$ cat src/inc/status_link_defs.svh
`ifndef STATUS_LINK_DEFS_SVH
`define STATUS_LINK_DEFS_SVH

// ----------------------------------------------------------------
// register map (byte addresses, one aligned word each)
// ----------------------------------------------------------------
`define REG_CTRL_ADDR 8'h00
`define REG_PACKET_ADDR 8'h04
`define REG_IRQ_STAT_ADDR 8'h08
`define REG_IRQ_MASK_ADDR 8'h0C
`define REG_EVENT_ADDR 8'h10
`define REG_STATE_ADDR 8'h14

// ----------------------------------------------------------------
// field positions
// ----------------------------------------------------------------
`define CTRL_ENABLE_BIT 0
`define IRQ_SENT_BIT 0
`define IRQ_DROP_BIT 1
`define IRQ_WIDTH 2

// ----------------------------------------------------------------
// reset values and timing
// ----------------------------------------------------------------
`define CTRL_RESET 1'b1
`define INTERVAL_NS 5000
`define CLK_PERIOD_NS 5
`define INTERVAL_CYCLES (`INTERVAL_NS / `CLK_PERIOD_NS)
`define START_MARK_CYCLES 4'h2

`endif

$ cat src/inc/status_link_pkg.sv
package status_link_pkg;

    // ----------------------------------------------------------------
    // transmitter states
    // ----------------------------------------------------------------
    typedef enum logic [1:0] {
        TX_IDLE,
        TX_START,
        TX_DATA,
        TX_END
    } tx_state_t;

endpackage : status_link_pkg

$ cat src/hw/event_sync.sv
`timescale 1ns/1ps

// ----------------------------------------------------------------
// three-stage synchroniser for a vector of asynchronous event inputs;
// a change counts once the second and third stages agree
// ----------------------------------------------------------------
module event_sync #(
    parameter int WIDTH = 8
) (
    input wire logic clk_i,
    input wire logic rst_i,
    input wire logic [WIDTH-1:0] async_i,
    output logic [WIDTH-1:0] level_o
);

    typedef struct packed {
        logic [WIDTH-1:0] s1;
        logic [WIDTH-1:0] s2;
        logic [WIDTH-1:0] s3;
        logic [WIDTH-1:0] level;
    } sync_state_t;

    sync_state_t state_reg;
    sync_state_t state_next;

    // shift chain; stage one feeds only stage two
    always_comb begin
        state_next = state_reg;
        state_next.s1 = async_i;
        state_next.s2 = state_reg.s1;
        state_next.s3 = state_reg.s2;
        for (int i = 0; i < WIDTH; i++) begin
            if (state_reg.s2[i] == state_reg.s3[i]) begin
                state_next.level[i] = state_reg.s3[i];
            end
        end
    end

    always_ff @(posedge clk_i) begin
        if (rst_i) begin
            state_reg <= '0;
        end else begin
            state_reg <= state_next;
        end
    end

    assign level_o = state_reg.level;

endmodule : event_sync

$ cat src/hw/status_link_tx.sv
// Our own choices: the address map and the Wishbone register port.
`timescale 1ns/1ps
`include "status_link_defs.svh"

module status_link_tx
    import status_link_pkg::*;
#(
    parameter int PKT_WIDTH = 8,
    parameter int INTERVAL_CYCLES = `INTERVAL_CYCLES
) (
    input wire logic clk_i,
    input wire logic rst_i,
    // wishbone classic slave
    input wire logic [7:0] wb_adr_i,
    input wire logic [31:0] wb_dat_i,
    input wire logic [3:0] wb_sel_i,
    input wire logic wb_we_i,
    input wire logic wb_cyc_i,
    input wire logic wb_stb_i,
    output logic [31:0] wb_dat_o,
    output logic wb_ack_o,
    output logic wb_err_o,
    // cpu event pins, asynchronous
    input wire logic [PKT_WIDTH-1:0] cpu_event_i,
    // link and interrupt
    output logic cpu_status_serial_line_o,
    output logic irq_o
);

    // ----------------------------------------------------------------
    // state
    // ----------------------------------------------------------------
    localparam int CNT_W = $clog2(INTERVAL_CYCLES + 1);
    localparam int IDX_W = $clog2(PKT_WIDTH);

    typedef struct packed {
        tx_state_t st;
        logic [CNT_W-1:0] interval;
        logic expired;
        logic [3:0] mark_cnt;
        logic [IDX_W-1:0] bit_idx;
        logic [PKT_WIDTH-1:0] packet;
        logic [PKT_WIDTH-1:0] shift;
        // events seen while a packet is out
        logic [PKT_WIDTH-1:0] held;
        logic [PKT_WIDTH-1:0] ev_prev;
        logic line;
        logic enable;
        logic [`IRQ_WIDTH-1:0] irq_stat;
        logic [`IRQ_WIDTH-1:0] irq_mask;
        logic [31:0] rdata;
        logic ack;
        logic err;
    } tx_reg_t;

    tx_reg_t state_reg;
    tx_reg_t state_next;
    logic [PKT_WIDTH-1:0] ev_level;

    // ----------------------------------------------------------------
    // pin synchronisers
    // ----------------------------------------------------------------
    event_sync #(
        .WIDTH(PKT_WIDTH)
    ) u_sync (
        .clk_i(clk_i),
        .rst_i(rst_i),
        .async_i(cpu_event_i),
        .level_o(ev_level)
    );

    // ----------------------------------------------------------------
    // interval divider strobe
    // ----------------------------------------------------------------
    // one-cycle enable at the end of each count; the divider keeps
    // running during a packet and the expiry is latched until used
    logic interval_wrap;

    assign interval_wrap =
        (state_reg.interval == CNT_W'(INTERVAL_CYCLES - 1));

    // ----------------------------------------------------------------
    // next-state logic
    // ----------------------------------------------------------------
    logic [PKT_WIDTH-1:0] ev_rise;
    logic bus_req;
    logic [`IRQ_WIDTH-1:0] irq_set;
    logic [7:0] wb_word_adr;
    logic packet_done;
    // events go to the live register rather than to held
    logic capture_live;

    always_comb begin
        state_next = state_reg;
        ev_rise = ev_level & ~state_reg.ev_prev;
        irq_set = '0;
        packet_done = 1'b0;
        capture_live = 1'b0;
        // a strobe still high in the ack cycle is not a new request
        bus_req = wb_cyc_i && wb_stb_i && !state_reg.ack && !state_reg.err;
        // word aligned decode, low address bits ignored
        wb_word_adr = {wb_adr_i[7:2], 2'b00};
        // edge detector history follows the synchronised levels
        state_next.ev_prev = ev_level;
        // bus answers are one-cycle pulses unless set below
        state_next.ack = 1'b0;
        state_next.err = 1'b0;

        // ------------------------------------------------------------
        // interval counter runs from the module clock, restarted when a packet starts
        // ------------------------------------------------------------
        if (interval_wrap) begin
            state_next.interval = '0;
            state_next.expired = 1'b1;
        end else begin
            state_next.interval = state_reg.interval + 1'b1;
        end

        // ------------------------------------------------------------
        // transmitter sequence
        // ------------------------------------------------------------
        case (state_reg.st)
            TX_IDLE: begin
                state_next.line = 1'b0;
                // an expiry with nothing to send waits for an event
                if (state_reg.expired && |state_reg.packet &&
                        state_reg.enable) begin
                    state_next.st = TX_START;
                    state_next.line = 1'b1;
                    state_next.mark_cnt = 4'h1;
                    state_next.expired = 1'b0;
                    state_next.interval = '0;
                end
            end
            TX_START: begin
                // the line stays high for the whole mark count
                if (state_reg.mark_cnt == `START_MARK_CYCLES) begin
                    // snapshot; the live register stays frozen until the
                    // end marker so its sticky bits remain readable
                    state_next.shift = state_reg.packet;
                    state_next.st = TX_DATA;
                    state_next.bit_idx = IDX_W'(PKT_WIDTH - 1);
                    state_next.line = state_reg.packet[PKT_WIDTH-1];
                end else begin
                    state_next.mark_cnt = state_reg.mark_cnt + 4'h1;
                end
            end
            TX_DATA: begin
                // last data bit out, the end marker follows
                if (state_reg.bit_idx == '0) begin
                    state_next.st = TX_END;
                    state_next.line = 1'b1;
                end else begin
                    state_next.bit_idx = state_reg.bit_idx - 1'b1;
                    // msb first, one bit per clock
                    state_next.line =
                        state_reg.shift[state_reg.bit_idx - 1'b1];
                end
            end
            TX_END: begin
                state_next.st = TX_IDLE;
                state_next.line = 1'b0;
                state_next.shift = '0;
                // reload from held so nothing seen in flight is lost
                state_next.packet = state_reg.held;
                state_next.held = '0;
                packet_done = 1'b1;
            end
            default: begin
                // unreachable encodings fall back to idle
                state_next.st = TX_IDLE;
                state_next.line = 1'b0;
            end
        endcase

        // ------------------------------------------------------------
        // event capture, last so an event in the clearing cycle survives
        // ------------------------------------------------------------
        // idle or reloading: events join the live register; while a
        // packet is out they wait in held for the next one
        capture_live = (state_reg.st == TX_IDLE) || packet_done;
        for (int i = 0; i < PKT_WIDTH; i++) begin
            if (ev_rise[i] && capture_live) begin
                if (state_next.packet[i]) begin
                    irq_set[`IRQ_DROP_BIT] = 1'b1;
                end
                state_next.packet[i] = 1'b1;
            end else if (ev_rise[i]) begin
                if (state_reg.held[i]) begin
                    irq_set[`IRQ_DROP_BIT] = 1'b1;
                end
                state_next.held[i] = 1'b1;
            end
        end
        // a finished packet raises the sent flag
        if (packet_done) begin
            irq_set[`IRQ_SENT_BIT] = 1'b1;
        end

        // ------------------------------------------------------------
        // register bus, answers one cycle after the request
        // ------------------------------------------------------------
        if (bus_req) begin
            state_next.ack = 1'b1;
            state_next.rdata = '0;
            case (wb_word_adr)
                `REG_CTRL_ADDR: begin
                    // enable gates new packets, one in flight finishes
                    state_next.rdata[`CTRL_ENABLE_BIT] = state_reg.enable;
                    if (wb_we_i && wb_sel_i[0]) begin
                        state_next.enable = wb_dat_i[`CTRL_ENABLE_BIT];
                    end
                end
                `REG_PACKET_ADDR: begin
                    // live accumulator, frozen while a packet is out
                    state_next.rdata[PKT_WIDTH-1:0] = state_reg.packet;
                end
                `REG_IRQ_STAT_ADDR: begin
                    // write one to clear; a same-cycle set wins below
                    state_next.rdata[`IRQ_WIDTH-1:0] = state_reg.irq_stat;
                    if (wb_we_i && wb_sel_i[0]) begin
                        state_next.irq_stat = state_reg.irq_stat &
                            ~wb_dat_i[`IRQ_WIDTH-1:0];
                    end
                end
                `REG_IRQ_MASK_ADDR: begin
                    // mask gates only the output, status still records
                    state_next.rdata[`IRQ_WIDTH-1:0] = state_reg.irq_mask;
                    if (wb_we_i && wb_sel_i[0]) begin
                        state_next.irq_mask = wb_dat_i[`IRQ_WIDTH-1:0];
                    end
                end
                `REG_EVENT_ADDR: begin
                    // software may post events too, same sticky rules
                    if (wb_we_i && wb_sel_i[0] && capture_live) begin
                        state_next.packet = state_next.packet |
                            wb_dat_i[PKT_WIDTH-1:0];
                    end else if (wb_we_i && wb_sel_i[0]) begin
                        state_next.held = state_next.held |
                            wb_dat_i[PKT_WIDTH-1:0];
                    end
                end
                `REG_STATE_ADDR: begin
                    state_next.rdata[1:0] = state_reg.st;
                    state_next.rdata[2] = state_reg.line;
                    state_next.rdata[3] = state_reg.expired;
                    // events waiting for the following packet
                    state_next.rdata[16 +: PKT_WIDTH] = state_reg.held;
                end
                default: begin
                    state_next.ack = 1'b0;
                    state_next.err = 1'b1;
                end
            endcase
        end

        // ------------------------------------------------------------
        // set wins over a write-one clear in the same cycle
        // ------------------------------------------------------------
        state_next.irq_stat = state_next.irq_stat | irq_set;
    end

    // ----------------------------------------------------------------
    // registers
    // ----------------------------------------------------------------
    always_ff @(posedge clk_i) begin
        if (rst_i) begin
            // all clear except enable, which comes up set
            state_reg <= '0;
            state_reg.st <= TX_IDLE;
            state_reg.enable <= `CTRL_RESET;
        end else begin
            state_reg <= state_next;
        end
    end

    // ----------------------------------------------------------------
    // outputs
    // ----------------------------------------------------------------
    assign cpu_status_serial_line_o = state_reg.line;
    assign wb_dat_o = state_reg.rdata;
    assign wb_ack_o = state_reg.ack;
    assign wb_err_o = state_reg.err;
    // level interrupt from registered status and mask
    assign irq_o = |(state_reg.irq_stat & state_reg.irq_mask);

endmodule : status_link_tx

$ cat config.mk
export PLATFORM = sky130hd
export DESIGN_NAME = status_link_tx
export DESIGN_NICKNAME = d
export VERILOG_FILES = /design/src/inc/status_link_pkg.sv /design/src/hw/event_sync.sv /design/src/hw/status_link_tx.sv
export VERILOG_INCLUDE_DIRS = /design/src /design/src/inc
export SDC_FILE = /design/constraint.sdc
export NUM_CORES = 1
export LEC_CHECK = 0
export BUFFER_PORTS_ARGS = -buffer_cell sky130_fd_sc_hd__buf_2
export CORE_MARGIN = 3
export CORE_UTILIZATION = 30
export DETAILED_ROUTE_END_ITERATION = 8
export PLACE_DENSITY = 0.53
export SYNTH_ARGS = -nofsm -noshare
export SYNTH_HDL_FRONTEND = slang
export SYNTH_SLANG_ARGS = --single-unit
$ cat constraint.sdc
create_clock -name clk_i -period 2.4 [get_ports clk_i]
set_input_delay 0.24 -clock clk_i [delete_from_list [all_inputs] [get_ports clk_i]]
set_output_delay 0.24 -clock clk_i [all_outputs]
set_load 0.02 [all_outputs]
Word level (Yosys, flattened, before mapping)
Index checks and enable logic that the tools add are counted.
- register bits after elaboration: 108
- bits of input ports: 57
- output and inout bits: 36
- word-level logic and storage cells: 195
- $add $sub $neg: 3
- magnitude comparators: 1
- eq/ne operators: 23
- multiplexer cells: 98
- bitwise logic cells: 9
- reduce and logical (&&, ||, !) cells: 34
- operators by type and width (kind ; number):
    $mux W8 ; 11
    $mux W1 ; 63
    $mux W38 ; 1
    $mux W17 ; 1
    $or A8 B8 Y8 ; 2
    $pmux W8 S2 ; 1
    $logic_and A1 B1 Y1 ; 15
    $reduce_and A3 Y1 ; 5
    $mux W2 ; 7
    $eq A6 B2 Y1 const B ; 2
    $eq A6 B3 Y1 const B ; 2
    $mux W11 ; 1
    $add A10 B1 Y10 const B ; 1
    $eq A10 B10 Y1 const B ; 1
    $mux W10 ; 1
    $ne A2 B2 Y1 const B ; 5
    $and A8 B8 Y8 ; 1
    $eq A1 B1 Y1 ; 8
    $mux W4 ; 2
    $not A8 Y8 ; 1
    $pmux W1 S4 ; 2
    $pmux W2 S4 ; 1
    $pmux W4 S2 ; 1
    $reduce_or A8 Y1 ; 1
    other kinds (25) ; 32

Longest topological paths before layout
- depth after elaboration: 27
- gate-level depth with buffers: 8
- depth with buffers taken out: 7

Cells and area by module
A second synthesis with hierarchy kept.
- cell total of the unflattened synthesis: 530
- area total of the unflattened synthesis: 4878.4 sq um
- by module, submodules not included (module ; times used ; cells an instance ; area each (sq um) ; sequential area each (sq um)):
    status_link_tx ; 1 ; 439 ; 3895.0 ; 1521.5
    event_sync ; 1 ; 91 ; 983.4 ; 640.6

Least setup slack after synthesis
Ideal clock, no wire load.
- kind: flip-flop to flip-flop
- from: register state_reg[90] in the netlist's numbering
- to: register state_reg[37] in the netlist's numbering
- setup time: 0.132 ns
- arrival time: 1.968 ns
- data required time: 2.268 ns
- path slack: 0.299 ns
- stages on the path, launching flop included: 8
- buffers on the path: 0
- clock period less this slack: 2.101 ns
- cells stage by stage: dfxtp_1 > inv_1 > ha_1 > nor2_1 > mux2_2 > a22o_1 > a2111oi_2 > a21oi_1
- word-level cells in the longest chain between the ends: 27
- elaborated cells on any way between the ends: 44
- classes of those cells: 1 x eq/ne; 32 x mux; 1 x bitwise; 10 x reduce/logical
- RTL lines (element ; RTL line ; text):
    start: declaration ; status_link_tx.sv:56 ; tx_reg_t state_reg;
    start signal: assignment ; status_link_tx.sv:273 ; state_reg <= state_next;
    $eq A2 B2 Y1 ; status_link_tx.sv:122 ; case (state_reg.st)
    $mux W1 ; status_link_tx.sv:122 ;
    $logic_or A1 B1 Y1 ; status_link_tx.sv:181 ; capture_live = (state_reg.st == TX_IDLE) || packet_done;
    $logic_and A1 B1 Y1 ; status_link_tx.sv:183 ; if (ev_rise[i] && capture_live) begin
    $mux W1 ; status_link_tx.sv:183 ;
    $mux W1 ; status_link_tx.sv:189 ; if (state_reg.held[i]) begin
    $mux W1 ; status_link_tx.sv:188 ; end else if (ev_rise[i]) begin
    $mux W1 ; status_link_tx.sv:183 ;
    [... 11 more ...] ; -- ;
    $mux W1 ; status_link_tx.sv:183 ;
    $mux W1 ; status_link_tx.sv:189 ;
    $mux W1 ; status_link_tx.sv:188 ;
    $mux W1 ; status_link_tx.sv:183 ;
    $mux W1 ; status_link_tx.sv:189 ;
    $mux W1 ; status_link_tx.sv:188 ;
    $mux W1 * ; status_link_tx.sv:183 ;
    $or A2 B2 Y2 * ; status_link_tx.sv:260 ; state_next.irq_stat = state_next.irq_stat | irq_set;
Every way passes the cells marked *; elsewhere a longest branch is shown, timed or not.
A chain may end at the register's enable or synchronous reset.

Final worst setup path
Same ends and word-level chain as after synthesis.

==> impl_metrics.ini <==
[run_status]
status = completed

[sta]
hold_violations = 0
tightest_slew_ns = 0.758
clock_skew_ns = 0.00785
timing.fmax_mhz = 451
fin_crit_ns = 2.22
setup_violations = 0
rsz0062_at_grt = no
fin_setup_tns_ns = 0
relSlewSlack_pct = 49.0
finalMaxSlewViolations = 0
finalCritPeriodShare_pct = 92.4

[finish]
fin_area_mm2 = 0.00517
nFillCells = 1460
multi_input_area_mm2 = 0.00215
antenna-diode-count = 0
fin_nets = 587
ff_latch_area_mm2 = 0.00216
syn_to_final_growth_pct = 11.7
largest_reg_flops = 57
drive_gt1_share_pct = 16.2

[cts]
postCtsSetupBuffers = 0
cts_buffers = 9
root_buffer = clkbuf_16
cts_htree_levels = 3
clkSlewWorstSetupHoldPaths_ns = 0.07
clock_latency_ns = 0.35
cts_tree = built
cts_num_sinks = 108
post_cts_resized = 0
clockBufferDepth = 2
cts_hold_buffers = 0

[yosys]
syn_inst = 495
yosys_warnings = 0
ys_top_cells_by_count = 108 x dfxtp_1, 59 x nor2_1, 45 x nor2b_1
syn-cell-area_mm2 = 0.00463
synthArstFlopShare_pct = 0
synth_xor_area_share_pct = 1.89
synthMuxAreaShare_pct = 5.91
synth_edf_count = 0
synth_ff_type = dfxtp_1
synth_most_common_cell = dfxtp_1
synthAdderAreaFrac_pct = 2.70
synth_top_family_by_area = simple AND/OR/NAND/NOR gates
yosys.area_share.simple_pct = 20.4
ys_seq_area_share_pct = 46.7
avgSynthCellArea_um2 = 9.36
synth.top_cell.area_share_pct = 46.7
synth-seq-cells = 108
yosysTopAreaCell = dfxtp_1
synth-compound-area-share_pct = 14.2
synth_area_leaders = dfxtp_1 47%, nor2b_1 6.1%, buf_4 5.2%, nor2_1 4.8%, a22oi_1 3.7%
synthDistinctLibCells = 58

[grt]
antenna_found_initial = 0
grt_pass1_vias = 3263
grt_usage_pct = 11.6
grt_pass1_wl_mm = 15.8
grt_max_degree = 40
grt.overflow.total = 0

[power_and_ir_drop]
leakage_nw = 1.98
ir_drop_mv = 0.428
powerDensity_mw_per_mm2 = 796

[setup_path]
setup.worst_path.class = reg2reg
r2r_slack_ns = 0.18
endpoint_kind = flip-flop
cp_slowest_cell = dfxtp_1
start_kind = flip-flop
timing.rr.end = state_reg[37]
r2r_cells = 7
arrival_ns = 2.43
cp_max_fo = 5
cp_num_buf_inv = 1
slowest_delay_ns = 0.41
crit_chain = inv_1, ha_1, nor2_1, mux2_2, a22o_1, a2111oi_2, a21oi_1
cp_top_family = compound AO/OA/AOI/OAI gates
r2r-start = state_reg[90]
worst_ep_required_time_ns = 2.61

[min_path]
hold_end = u_sync.state_next[23]
hold_start = cpu_event_i[7]
hold_depth = 2
holdCritPathClass = in2reg

[placement]
port_buffers = 47
dpl.hpwl_mm = 6.89
post_dp_cell_area_mm2 = 0.00487
gp_routability_congestion = 0.830

[detailed_routing]
avgViaCountPerCell = 4.79
drtIter0Drc = 322
via_count = 3393
routedWlPerCell_um = 13.5
wirelength_mm = 9.58
drc = 0
drtAntennaViolNets = 0
drtPass1Iterations = 4

[floorplanning]
die_area_mm2 = 0.0170
initial_core_util_pct = 31.3
die_y_um = 130
core_area_mm2 = 0.0148
die_w_um = 130
ios = 93
rows = 44

[run]
drv_cap = 0
==> logic make-up after synthesis <==
family,count (synthesis)
flops,108
buf+inv,66
mux,23
compound gates,99
simple gates,178
xor+xnor,10
other cells,1
fa+ha+maj,10
==> where the power goes <==
| part | leakage, nW | switching, mW | internal, mW |
|---|---|---|---|
| Combinational | 0.955 | 0.409 | 0.263 |
| Sequential | 0.875 | 0.0620 | 1.86 |
| Clock | 0.153 | 0.656 | 0.870 |
==> metrics by stage <==
| step | util [%] | worst slack [ns] | power, mW | std cells | hold WS (ns) |
|---|---|---|---|---|---|
| 2_1_floorplan | - | 0.299 | 2.49 | 510 | 0.368 |
| 3_3_place_gp | 32.9 | 0.251 | 2.62 | 693 | 0.419 |
| 3_5_place_dp | 32.9 | 0.204 | 2.63 | 693 | 0.430 |
| 4_1_cts | 34.9 | 0.184 | 4.17 | 708 | 0.0855 |
| 6_report | 34.9 | 0.183 | 4.12 | 708 | 0.0970 |
| 5_1_grt | 34.9 | 0.0907 | 4.33 | 708 | 0.0948 |
==> layout make-up <==
class / count / area share [%]
timing repair buffer: 53 / 5.42
tap: 184 / 4.45
clock buffer: 11 / 4.88
sequential: 108 / 41.8
clock inverter: 4 / 1.09
multi-input combinational: 336 / 41.5
inverter: 12 / 0.870
==> routing by layer <==
layer | GRT usage [%] | vias to the layer above | share of wire [%]
li1 | - | 1700 | -
met1 | 14.5 | 1591 | 46
met2 | 19.7 | 91 | 47
met3 | 3.11 | 11 | 5.6
met4 | 3.48 | 0 | 1.1
met5 | 0 | - | 0
==> worst max path at each step <==
stage                  start             to  slack (ns)  cells past startpoint
3_3_place_gp   state_reg[90]  state_reg[37]        0.25                      7
5_1_grt        state_reg[90]  state_reg[37]        0.09                      7
2_1_floorplan  state_reg[90]  state_reg[37]        0.30                      7
4_1_cts        state_reg[90]  state_reg[37]        0.18                      7
6_report       state_reg[90]  state_reg[37]        0.18                      7
3_5_place_dp   state_reg[90]  state_reg[37]        0.20                      7
==> layout by cell type (no fill, tap or decap), drive strengths merged, types with 2 or more instances in the layout <==
cell,count
conb,16
mux2i,15
and2,3
nor2b,45
nor3b,3
dfxtp,108
a21o,2
nor2,59
nand3,6
a21oi,26
or3b,3
ha,10
nor3,4
a22oi,23
o21ai,18
or3,2
xor2,3
nand2b,7
nor4,6
o22ai,4
inv,14
a211oi,3
and3,5
a221oi,2
a222oi,2
buf,53
mux2,5
o21a,8
mux4,3
xnor2,7
clkbuf,11
a22o,2
nand2,30
Power figures use the tool's default switching activity.
